[config.mk]
export PLATFORM = sky130hd
export DESIGN_NAME = atxcs_top
export DESIGN_NICKNAME = d
export VERILOG_FILES = /design/src/atxcs_pkg.sv /design/src/atxcs_top.sv
export SDC_FILE = /design/constraint.sdc
export NUM_CORES = 1
export LEC_CHECK = 0
export BUFFER_PORTS_ARGS = -buffer_cell sky130_fd_sc_hd__buf_2
export CORE_MARGIN = 1.5
export CORE_UTILIZATION = 30
export CTS_BUF_LIST = sky130_fd_sc_hd__clkbuf_8
export CTS_CLUSTER_SIZE = 10
export DETAILED_ROUTE_END_ITERATION = 16
export SYNTH_ARGS = -nofsm -noshare
export SYNTH_HDL_FRONTEND = slang
export SYNTH_SLANG_ARGS = --single-unit
export TNS_END_PERCENT = 100
[constraint.sdc]
create_clock -name clk_sys -period 2.1 [get_ports clk_sys]
set_clock_uncertainty 0.05 [all_clocks]
set_input_delay 0.105 -clock clk_sys [delete_from_list [all_inputs] [get_ports clk_sys]]
set_output_delay 0.105 -clock clk_sys [all_outputs]
set_load 0.05 [all_outputs]
[src/atxcs_pkg.sv]
// package for the transmit control and status block
// assumes a 32-bit avalon-mm register bus on clk_sys
package atxcs_pkg;
  // ------------------------------------------------------------
  // register map
  // ------------------------------------------------------------
  localparam logic [3:0] ADDR_CTRL_STATUS = 4'h0;
  localparam logic [3:0] ADDR_CLOCK_CONFIG = 4'h8;
  localparam logic [3:0] ADDR_IRQ_STATUS = 4'h4;
  localparam logic [3:0] ADDR_IRQ_MASK = 4'hC;
  // ------------------------------------------------------------
  // control/status bit positions
  // ------------------------------------------------------------
  localparam int BIT_TX_EN = 31;
  localparam int BIT_SOFT_RESET = 24;
  localparam int BIT_WORD_START = 20;
  localparam int BIT_SYNC_ERR = 19;
  localparam int BIT_UNDERRUN = 18;
  localparam int BIT_EMPTY = 17;
  localparam int BIT_WS_IE = 12;
  localparam int BIT_SE_IE = 11;
  localparam int BIT_UR_IE = 10;
  localparam int BIT_EM_IE = 9;
  localparam int BIT_DMA_EN = 1;
  // ------------------------------------------------------------
  // clock config layout: 31:24 fields, 7:0 divider
  // ------------------------------------------------------------
  localparam logic [31:0] CLOCK_CONFIG_MASK = 32'hFF00_00FF;
  localparam logic [31:0] CLOCK_CONFIG_RESET = 32'h0000_0000;
  localparam logic [3:0] IRQ_SRC_RESET = 4'h0;
  localparam logic [31:0] READ_ZERO = 32'h0000_0000;
  // ------------------------------------------------------------
  // carried types
  // ------------------------------------------------------------
  typedef struct packed {
    logic sync_mode_hi;
    logic sync_mode_lo;
    logic clock_swap_sel;
    logic clock_from_pad;
    logic [1:0] master_clock_select;
    logic clock_polarity;
    logic clock_direction;
    logic [15:0] unused;
    logic [7:0] divider;
  } atxcs_clkcfg_t;
  // events from the serial engine, one-cycle pulses except empty
  typedef struct packed {
    logic word_start;
    logic sync_error;
    logic underrun;
    logic fifo_empty;
    logic frame_end;
  } atxcs_evt_t;
  typedef enum logic [1:0] {TX_OFF, TX_ON, TX_DRAIN} atxcs_state_t;
endpackage : atxcs_pkg

[src/atxcs_top.sv]
// transmit control and status registers, interrupts and dma request
// assumes engine event inputs are synchronous to clk_sys
//
// Summary of operation
// - writing one to bit 24 pulses transmitter reset and clears status flags
// - clearing enable keeps transmitter on, reading one, until frame end
// - word start flag bit 20 set on word start, write one clears
// - sync error flag bit 19 set on frame sync error, write one clears
// - underrun flag bit 18 set on fifo underrun while transmitter active, write one clears
// - empty flag bit 17 follows enabled fifo empty level
// - bit 12 gates word start flag onto interrupt
// - bit 11 gates sync error flag onto interrupt
// - bit 10 gates underrun flag onto interrupt
// - bit 9 gates empty flag onto interrupt
// - dma request from empty only while bit 1 set
// - reserved control bits read zero, writes ignored
// - clock config layout 31:24 fields and divider low byte, reset zero
//
// The implementer's own choice: the Avalon-MM interface to the registers.
`timescale 1ns/1ns
module atxcs_top
  import atxcs_pkg::*;
(
  input wire logic clk_sys,
  input wire logic reset,
  input wire logic clk_en,
  input wire logic [3:0] avs_address,
  input wire logic avs_read,
  input wire logic avs_write,
  input wire logic [31:0] avs_writedata,
  output logic [31:0] avs_readdata,
  output logic avs_waitrequest,
  input wire atxcs_pkg::atxcs_evt_t evt,
  output logic tx_active,
  output logic tx_soft_reset,
  output atxcs_pkg::atxcs_clkcfg_t clk_cfg,
  output logic dma_req,
  output logic irq
);
  import atxcs_pkg::*;

  // ------------------------------------------------------------
  // bus handshake: one wait cycle then answer
  // ------------------------------------------------------------
  logic ack_ff;
  logic req;
  logic wr_cs;
  logic wr_cc;
  logic rd_go;
  logic [31:0] wd;

  assign req = (avs_read | avs_write) & clk_en;
  assign avs_waitrequest = ~ack_ff;
  assign wd = avs_writedata;
  assign wr_cs = avs_write & ack_ff & (avs_address == ADDR_CTRL_STATUS);
  assign wr_cc = avs_write & ack_ff & (avs_address == ADDR_CLOCK_CONFIG);
  assign rd_go = avs_read & ack_ff;

  always_ff @(posedge clk_sys or posedge reset) begin
    if (reset) begin
      ack_ff <= 1'b0;
    end else if (clk_en) begin
      ack_ff <= req & ~ack_ff;
    end
  end

  // ------------------------------------------------------------
  // enable and drain state
  // ------------------------------------------------------------
  atxcs_state_t state_ff;
  atxcs_state_t nxt_state;

  always_comb begin
    nxt_state = state_ff;
    case (state_ff)
      TX_OFF: begin
        if (wr_cs && wd[BIT_TX_EN]) begin
          nxt_state = TX_ON;
        end
      end
      TX_ON: begin
        if (wr_cs && !wd[BIT_TX_EN]) begin
          nxt_state = evt.frame_end ? TX_OFF : TX_DRAIN;
        end
      end
      TX_DRAIN: begin
        if (wr_cs && wd[BIT_TX_EN]) begin
          nxt_state = TX_ON;
        end else if (evt.frame_end) begin
          nxt_state = TX_OFF;
        end
      end
      default: begin
        nxt_state = TX_OFF;
      end
    endcase
  end

  always_ff @(posedge clk_sys or posedge reset) begin
    if (reset) begin
      state_ff <= TX_OFF;
    end else if (clk_en) begin
      state_ff <= nxt_state;
    end
  end

  assign tx_active = (state_ff != TX_OFF);

  // ------------------------------------------------------------
  // soft reset pulse
  // ------------------------------------------------------------
  logic srst_ff;

  always_ff @(posedge clk_sys or posedge reset) begin
    if (reset) begin
      srst_ff <= 1'b0;
    end else if (clk_en) begin
      srst_ff <= wr_cs & wd[BIT_SOFT_RESET];
    end
  end

  assign tx_soft_reset = srst_ff;

  // ------------------------------------------------------------
  // interrupt and dma enables
  // ------------------------------------------------------------
  logic [3:0] ie_ff;
  logic dma_en_ff;

  always_ff @(posedge clk_sys or posedge reset) begin
    if (reset) begin
      ie_ff <= IRQ_SRC_RESET;
      dma_en_ff <= 1'b0;
    end else if (clk_en && wr_cs) begin
      ie_ff <= {wd[BIT_WS_IE], wd[BIT_SE_IE], wd[BIT_UR_IE], wd[BIT_EM_IE]};
      dma_en_ff <= wd[BIT_DMA_EN];
    end
  end

  // ------------------------------------------------------------
  // sticky flags, set wins over write-one clear, soft reset clear wins over set
  // ------------------------------------------------------------
  logic [2:0] flag_ff;
  logic [2:0] evt_set;
  logic [2:0] w1c;
  logic empty_flag;

  assign evt_set = {evt.word_start, evt.sync_error, evt.underrun & tx_active};
  assign w1c = wr_cs ? {wd[BIT_WORD_START], wd[BIT_SYNC_ERR], wd[BIT_UNDERRUN]} : 3'h0;
  assign empty_flag = evt.fifo_empty & tx_active & ~srst_ff;

  always_ff @(posedge clk_sys or posedge reset) begin
    if (reset) begin
      flag_ff <= 3'h0;
    end else if (clk_en) begin
      if (srst_ff) begin
        flag_ff <= 3'h0;
      end else begin
        flag_ff <= evt_set | (flag_ff & ~w1c);
      end
    end
  end

  assign dma_req = empty_flag & dma_en_ff;

  // ------------------------------------------------------------
  // interrupt status register, cleared on read, and mask
  // ------------------------------------------------------------
  logic [3:0] src;
  logic [3:0] ist_ff;
  logic [3:0] imask_ff;
  logic rd_ist;

  assign src = {flag_ff, empty_flag} & ie_ff;
  assign rd_ist = rd_go & (avs_address == ADDR_IRQ_STATUS);

  always_ff @(posedge clk_sys or posedge reset) begin
    if (reset) begin
      ist_ff <= IRQ_SRC_RESET;
    end else if (clk_en) begin
      ist_ff <= src | (rd_ist ? 4'h0 : ist_ff);
    end
  end

  always_ff @(posedge clk_sys or posedge reset) begin
    if (reset) begin
      imask_ff <= 4'hF;
    end else if (clk_en && avs_write && ack_ff && avs_address == ADDR_IRQ_MASK) begin
      imask_ff <= wd[3:0];
    end
  end

  always_ff @(posedge clk_sys or posedge reset) begin
    if (reset) begin
      irq <= 1'b0;
    end else if (clk_en) begin
      irq <= (|(src & imask_ff)) | (|(ist_ff & imask_ff & ~{4{rd_ist}}));
    end
  end

  // ------------------------------------------------------------
  // clock configuration
  // ------------------------------------------------------------
  logic [31:0] clkcfg_ff;

  always_ff @(posedge clk_sys or posedge reset) begin
    if (reset) begin
      clkcfg_ff <= CLOCK_CONFIG_RESET;
    end else if (clk_en && wr_cc) begin
      clkcfg_ff <= wd & CLOCK_CONFIG_MASK;
    end
  end

  assign clk_cfg = atxcs_clkcfg_t'(clkcfg_ff);

  // ------------------------------------------------------------
  // read data
  // ------------------------------------------------------------
  logic [31:0] cs_rd;

  always_comb begin
    cs_rd = READ_ZERO;
    cs_rd[BIT_TX_EN] = tx_active;
    cs_rd[BIT_WORD_START] = flag_ff[2];
    cs_rd[BIT_SYNC_ERR] = flag_ff[1];
    cs_rd[BIT_UNDERRUN] = flag_ff[0];
    cs_rd[BIT_EMPTY] = empty_flag;
    cs_rd[BIT_WS_IE] = ie_ff[3];
    cs_rd[BIT_SE_IE] = ie_ff[2];
    cs_rd[BIT_UR_IE] = ie_ff[1];
    cs_rd[BIT_EM_IE] = ie_ff[0];
    cs_rd[BIT_DMA_EN] = dma_en_ff;
  end

  always_ff @(posedge clk_sys or posedge reset) begin
    if (reset) begin
      avs_readdata <= READ_ZERO;
    end else if (clk_en && req && !ack_ff) begin
      case (avs_address)
        ADDR_CTRL_STATUS: avs_readdata <= cs_rd;
        ADDR_CLOCK_CONFIG: avs_readdata <= clkcfg_ff;
        ADDR_IRQ_STATUS: avs_readdata <= {28'h000_0000, ist_ff};
        ADDR_IRQ_MASK: avs_readdata <= {28'h000_0000, imask_ff};
        default: avs_readdata <= READ_ZERO;
      endcase
    end
  end
endmodule : atxcs_top

# Word level (Yosys, flattened, before mapping)
# Cells that the tools add are included.
# Widths: inputs -> output; s select.
[word_totals]
regBits = 69
input_bits = 46
[op_classes]
n_eq_ne = 8
n_mux = 10
n_bitwise = 25
reduce_logical = 17
[op_table]
columns = ["operator", "count"]
rows = [
  ["$pmux 32 s4", 1],
  ["$and 4x4->4", 4],
  ["$and 1x1->1", 12],
  ["$mux 2", 5],
  ["$logic_and 1x1->1", 9],
  ["$eq 4x4->1 const B", 2],
  ["$reduce_or 4->1", 2],
  ["$mux 3", 2],
  ["$pmux 2 s3", 1],
  ["$eq 4x3->1 const B", 1],
  ["$logic_not 4->1", 1],
  ["$mux 4", 1],
  ["$ne 2x2->1 const B", 2],
  ["$not 4->4", 1],
  ["$or 4x4->4", 1],
  ["$reduce_and 4->1", 1],
  ["$and 3x3->3", 1],
  ["$ne 3x3->1 const B", 1],
  ["$not 3->3", 1],
  ["$or 3x3->3", 1],
  ["$eq 2x1->1 const B", 1],
  ["$eq 2x2->1 const B", 1],
  ["$logic_not 1->1", 2],
  ["$logic_not 2->1", 1],
  ["3 further kinds", 5],
]

# Longest topological paths before layout
[depth]
word_depth = 7
depth_mapped = 6
ltp_nobuf = 4

# Worst setup path before layout
# No wires, ideal clock.
[synth_timing]
path_type = "input port to flip-flop"
start = "in avs_address[2]"
end = "reg clkcfg_ff[0], in the netlist clk_cfg[0]"
arrival_time_ns = 1.554
required_time_ns = 1.925
path_slack_ns = 0.371
cell_stages = 6
path_buffers = 3
cell_sequence = "buf_6 -> or3_4 -> buf_6 -> nor3b_4 -> buf_12 -> mux2_4"
[synth_via]
elab_chain_len = 3
[synth_rtl]
columns = ["item", "line", "rtl"]
rows = [
  ["start, declared", "atxcs_top.sv:27", "input wire logic [3:0] avs_address,"],
  ["$eq 4x4->1", "atxcs_top.sv:56", "assign wr_cc = avs_write & ack_ff & (avs_address == ADDR_CLOCK_CONFIG);"],
  ["$and 1x1->1", "atxcs_top.sv:56", ""],
  ["$logic_and 1x1->1", "atxcs_top.sv:209", "end else if (clk_en && wr_cc) begin"],
  ["end signal, assigned", "atxcs_top.sv:210", "clkcfg_ff <= wd & CLOCK_CONFIG_MASK;"],
  ["end, declared", "atxcs_top.sv:204", "logic [31:0] clkcfg_ff;"],
]
# Every way passes these cells.
# A chain may end at the register's enable or synchronous reset.

# Final worst setup path
[layout_timing]
start = "reg state_ff[1]"
end = "out dma_req"
[layout_via]
elab_chain_len = 4
[layout_rtl]
columns = ["item", "line", "rtl"]
rows = [
  ["start, declared", "atxcs_top.sv:70", "atxcs_state_t state_ff;"],
  ["start signal, assigned", "atxcs_top.sv:103", "state_ff <= nxt_state;"],
  ["$reduce_bool 2->1", "atxcs_top.sv:107", "assign tx_active = (state_ff != TX_OFF);"],
  ["$and 1x1->1 (2 in series)", "atxcs_top.sv:150", "assign empty_flag = evt.fifo_empty & tx_active & ~srst_ff;"],
  ["$and 1x1->1", "atxcs_top.sv:164", "assign dma_req = empty_flag & dma_en_ff;"],
  ["end, declared", "atxcs_top.sv:37", "output logic dma_req,"],
]
# Every way passes these cells.

==> results.cfg <==
[logic_synthesis]
syn_inst = 220
synth_edf_count = 0
synthArstFlopShare = 1.00
synth_top_family_by_area = compound AO/OA/AOI/OAI gates
seq_area_frac_synth = 0.533
synth.area.top_cells = dfrtp_1, mux2_2, buf_4
synth_compound_area_frac = 0.145
syn_area_sq_um = 2870
synth-xor-area-share = 0
synthSimpleGateAreaFrac = 0.0897
synth_area_leader_cell = dfrtp_1
ys_ff_latch = 61
ys_types = 45
synth_most_common_cell = dfrtp_1
yosysWarnings = 0
synth_top_flop_cell = dfrtp_1
synth_area_per_cell_sq_um = 13.1
synth.top_cell.area_share = 0.497
synth_commonest_cells = dfrtp_1, buf_4, a22o_1, mux2_2, mux2_4
synthMuxAreaShare = 0.132
yosys.area_share.adder = 0

[clocking]
cts_tree = done
path_clk_slew_ns = 0.07
h-tree-depth = 3
cts_sinks = 61
clockBufferDepth = 2
cts_resized = 0
numCtsBuffers = 9
clock_latency_ns = 0.34
postCtsSetupBuffers = 0
clockRootBuffer = clkbuf_8
cts-hold-fix-buffers = 21

[routing]
viasPerCell = 4.59
wirelength_um = 6950
drc = 0
drtAntennaViolNets = 0
first_iter_violations = 132
wire_per_inst_um = 15.0
drt-pass1-iter-count = 4
num_vias = 2121

[layout]
area_growth_pct = 32.2
drive_gt1_frac = 0.432
fillers = 902
final_nets = 374
fin_util = 0.411
instances_no_fill = 462
num_antenna_cells = 0

[floorplan]
core_sq_um = 9240
rows = 35
die_h_um = 101
ios = 115
die_w_um = 101
initial_core_util = 0.311
die_area_sq_um = 10200

[global_routing]
grt_max_degree = 62
gr-usage-all-layers = 0.146
grt_pass1_wl_um = 11100
antenna_found_initial = 1
grt_pass1_vias = 2035
gr-total-overflow = 0

[job]
cap_violations = 0

[worst_setup_path]
path_buf_inv = 2
end_kind = output pin
crit_family = simple AND/OR/NAND/NOR gates
slowest_stage = dfrtp_1
crit_required_ns = 1.95
arrival_ns = 1.77
critPathLaunchType = register
path_class = register to output pin
crit_chain = nor2_1, inv_1, and3_1, and2_1, buf_2
rrSetupSlack_ns = 0.42
max_stage_delay_ns = 0.42
worstPathMaxFanout = 6

[timing]
fin_crit_sh = 0.915
hold_viol_final = 0
setup_violations = 0
rsz0062_at_grt = false
slew_violations = 0
fin_setup_tns_ns = 0
slew_headroom = 0.232
final.setup.worst_slack_ns = 0.178
post-route-min-period_ns = 1.92
worst_pin_slew_ns = 1.15
fmax_ghz = 0.520

[pwr]
p_leak_nw = 1.93
irDropWorstVdd_v = 0.000411
p_per_area_nw_per_um2 = 922

[place]
pre_cts_ws_ns = 0.348
dp.cells = 425
dp_hpwl_um = 4870
place_congestion = 0.821
io_buffers = 81

[status]
status = finished clean

[hold_path]
min_path_type = input pin to register
routing by layer:
metal	GRT usage	up-vias	wire, um
li1	-	987	-
met1	0.182	1047	3030
met2	0.238	75	3410
met3	0.0437	10	392
met4	0.0574	2	106
met5	0	-	12
state kept, by name, summed over array words and instances (netlist names), 2 cells and up:
name / cells
imask_ff: 4
flag_ff: 3
ist_ff: 4
ie_ff: 4
state_ff: 2
clk_cfg: 16
avs_readdata: 24
kinds of logic (layout without fill, tap and decap cells):
kind of cell | Yosys count | count (layout)
flip-flops | 61 | 61
multiplexers | 29 | 29
AO/OA/AOI/OAI | 50 | 50
buffers and inverters | 43 | 133
other | 1 | 24
AND/OR/NAND/NOR | 36 | 36
worst paths after layout:
path                                    from              end  cells past startpoint
max                              state_ff[1]          dma_req                      5
min                        avs_writedata[18]       flag_ff[0]                      3
max reg2reg                           ack_ff        dma_en_ff                      3
min reg2reg                  avs_readdata[1]  avs_readdata[1]                      1
max in group asynchronous              reset      imask_ff[3]                      4
min in group asynchronous              reset      clk_cfg[29]                      4
worst min-delay path: stages:
cell and delay (ns):
buf_2 0.07, a41o_1 0.14, a21oi_1 0.06
where the power goes:
part | internal (W) | leakage [nW] | total, W | switching (W)
Clock | 0.000796 | 0.126 | 0.00125 | 0.000452
Combinational | 0.000262 | 1.01 | 0.000807 | 0.000544
Sequential | 0.00132 | 0.796 | 0.00144 | 0.000125
Total | 0.00238 | 1.93 | 0.00350 | 0.00112
stage by stage:
step / area (sq um) / hold WS [ns] / power (W)
after floorplan: 2960 / 0.203 / 0.00207
after detailed placement: 3340 / 0.147 / 0.00225
after CTS: 3800 / 0.0102 / 0.00354
after global routing: 3800 / 0.0287 / 0.00368
after global placement: 3340 / 0.147 / 0.00224
final: 3800 / 0.0196 / 0.00350
placed cells by master, fill, tap and decap left out, types with 5 or more instances in the layout:
| cell | instances |
|---|---|
| buf_4 | 5 |
| o2bb2ai_1 | 5 |
| a22oi_1 | 5 |
| mux2_2 | 18 |
| mux2_4 | 10 |
| buf_2 | 81 |
| dlygate4sd3_1 | 21 |
| dfrtp_1 | 57 |
| inv_1 | 8 |
| a22o_1 | 20 |
| clkbuf_8 | 13 |
| conb_1 | 24 |
area by class of cell:
cell class	instances	area [sq um]	share of cell area
sequential	61	1530	0.403
multi-input combinational	139	1150	0.304
timing repair buffer	108	673	0.177
clock buffer	13	179	0.0471
tap	129	161	0.0425
clock inverter	3	65.1	0.0171
inverter	9	33.8	0.00890
No activity file was read; power rests on OpenSTA's default activity.
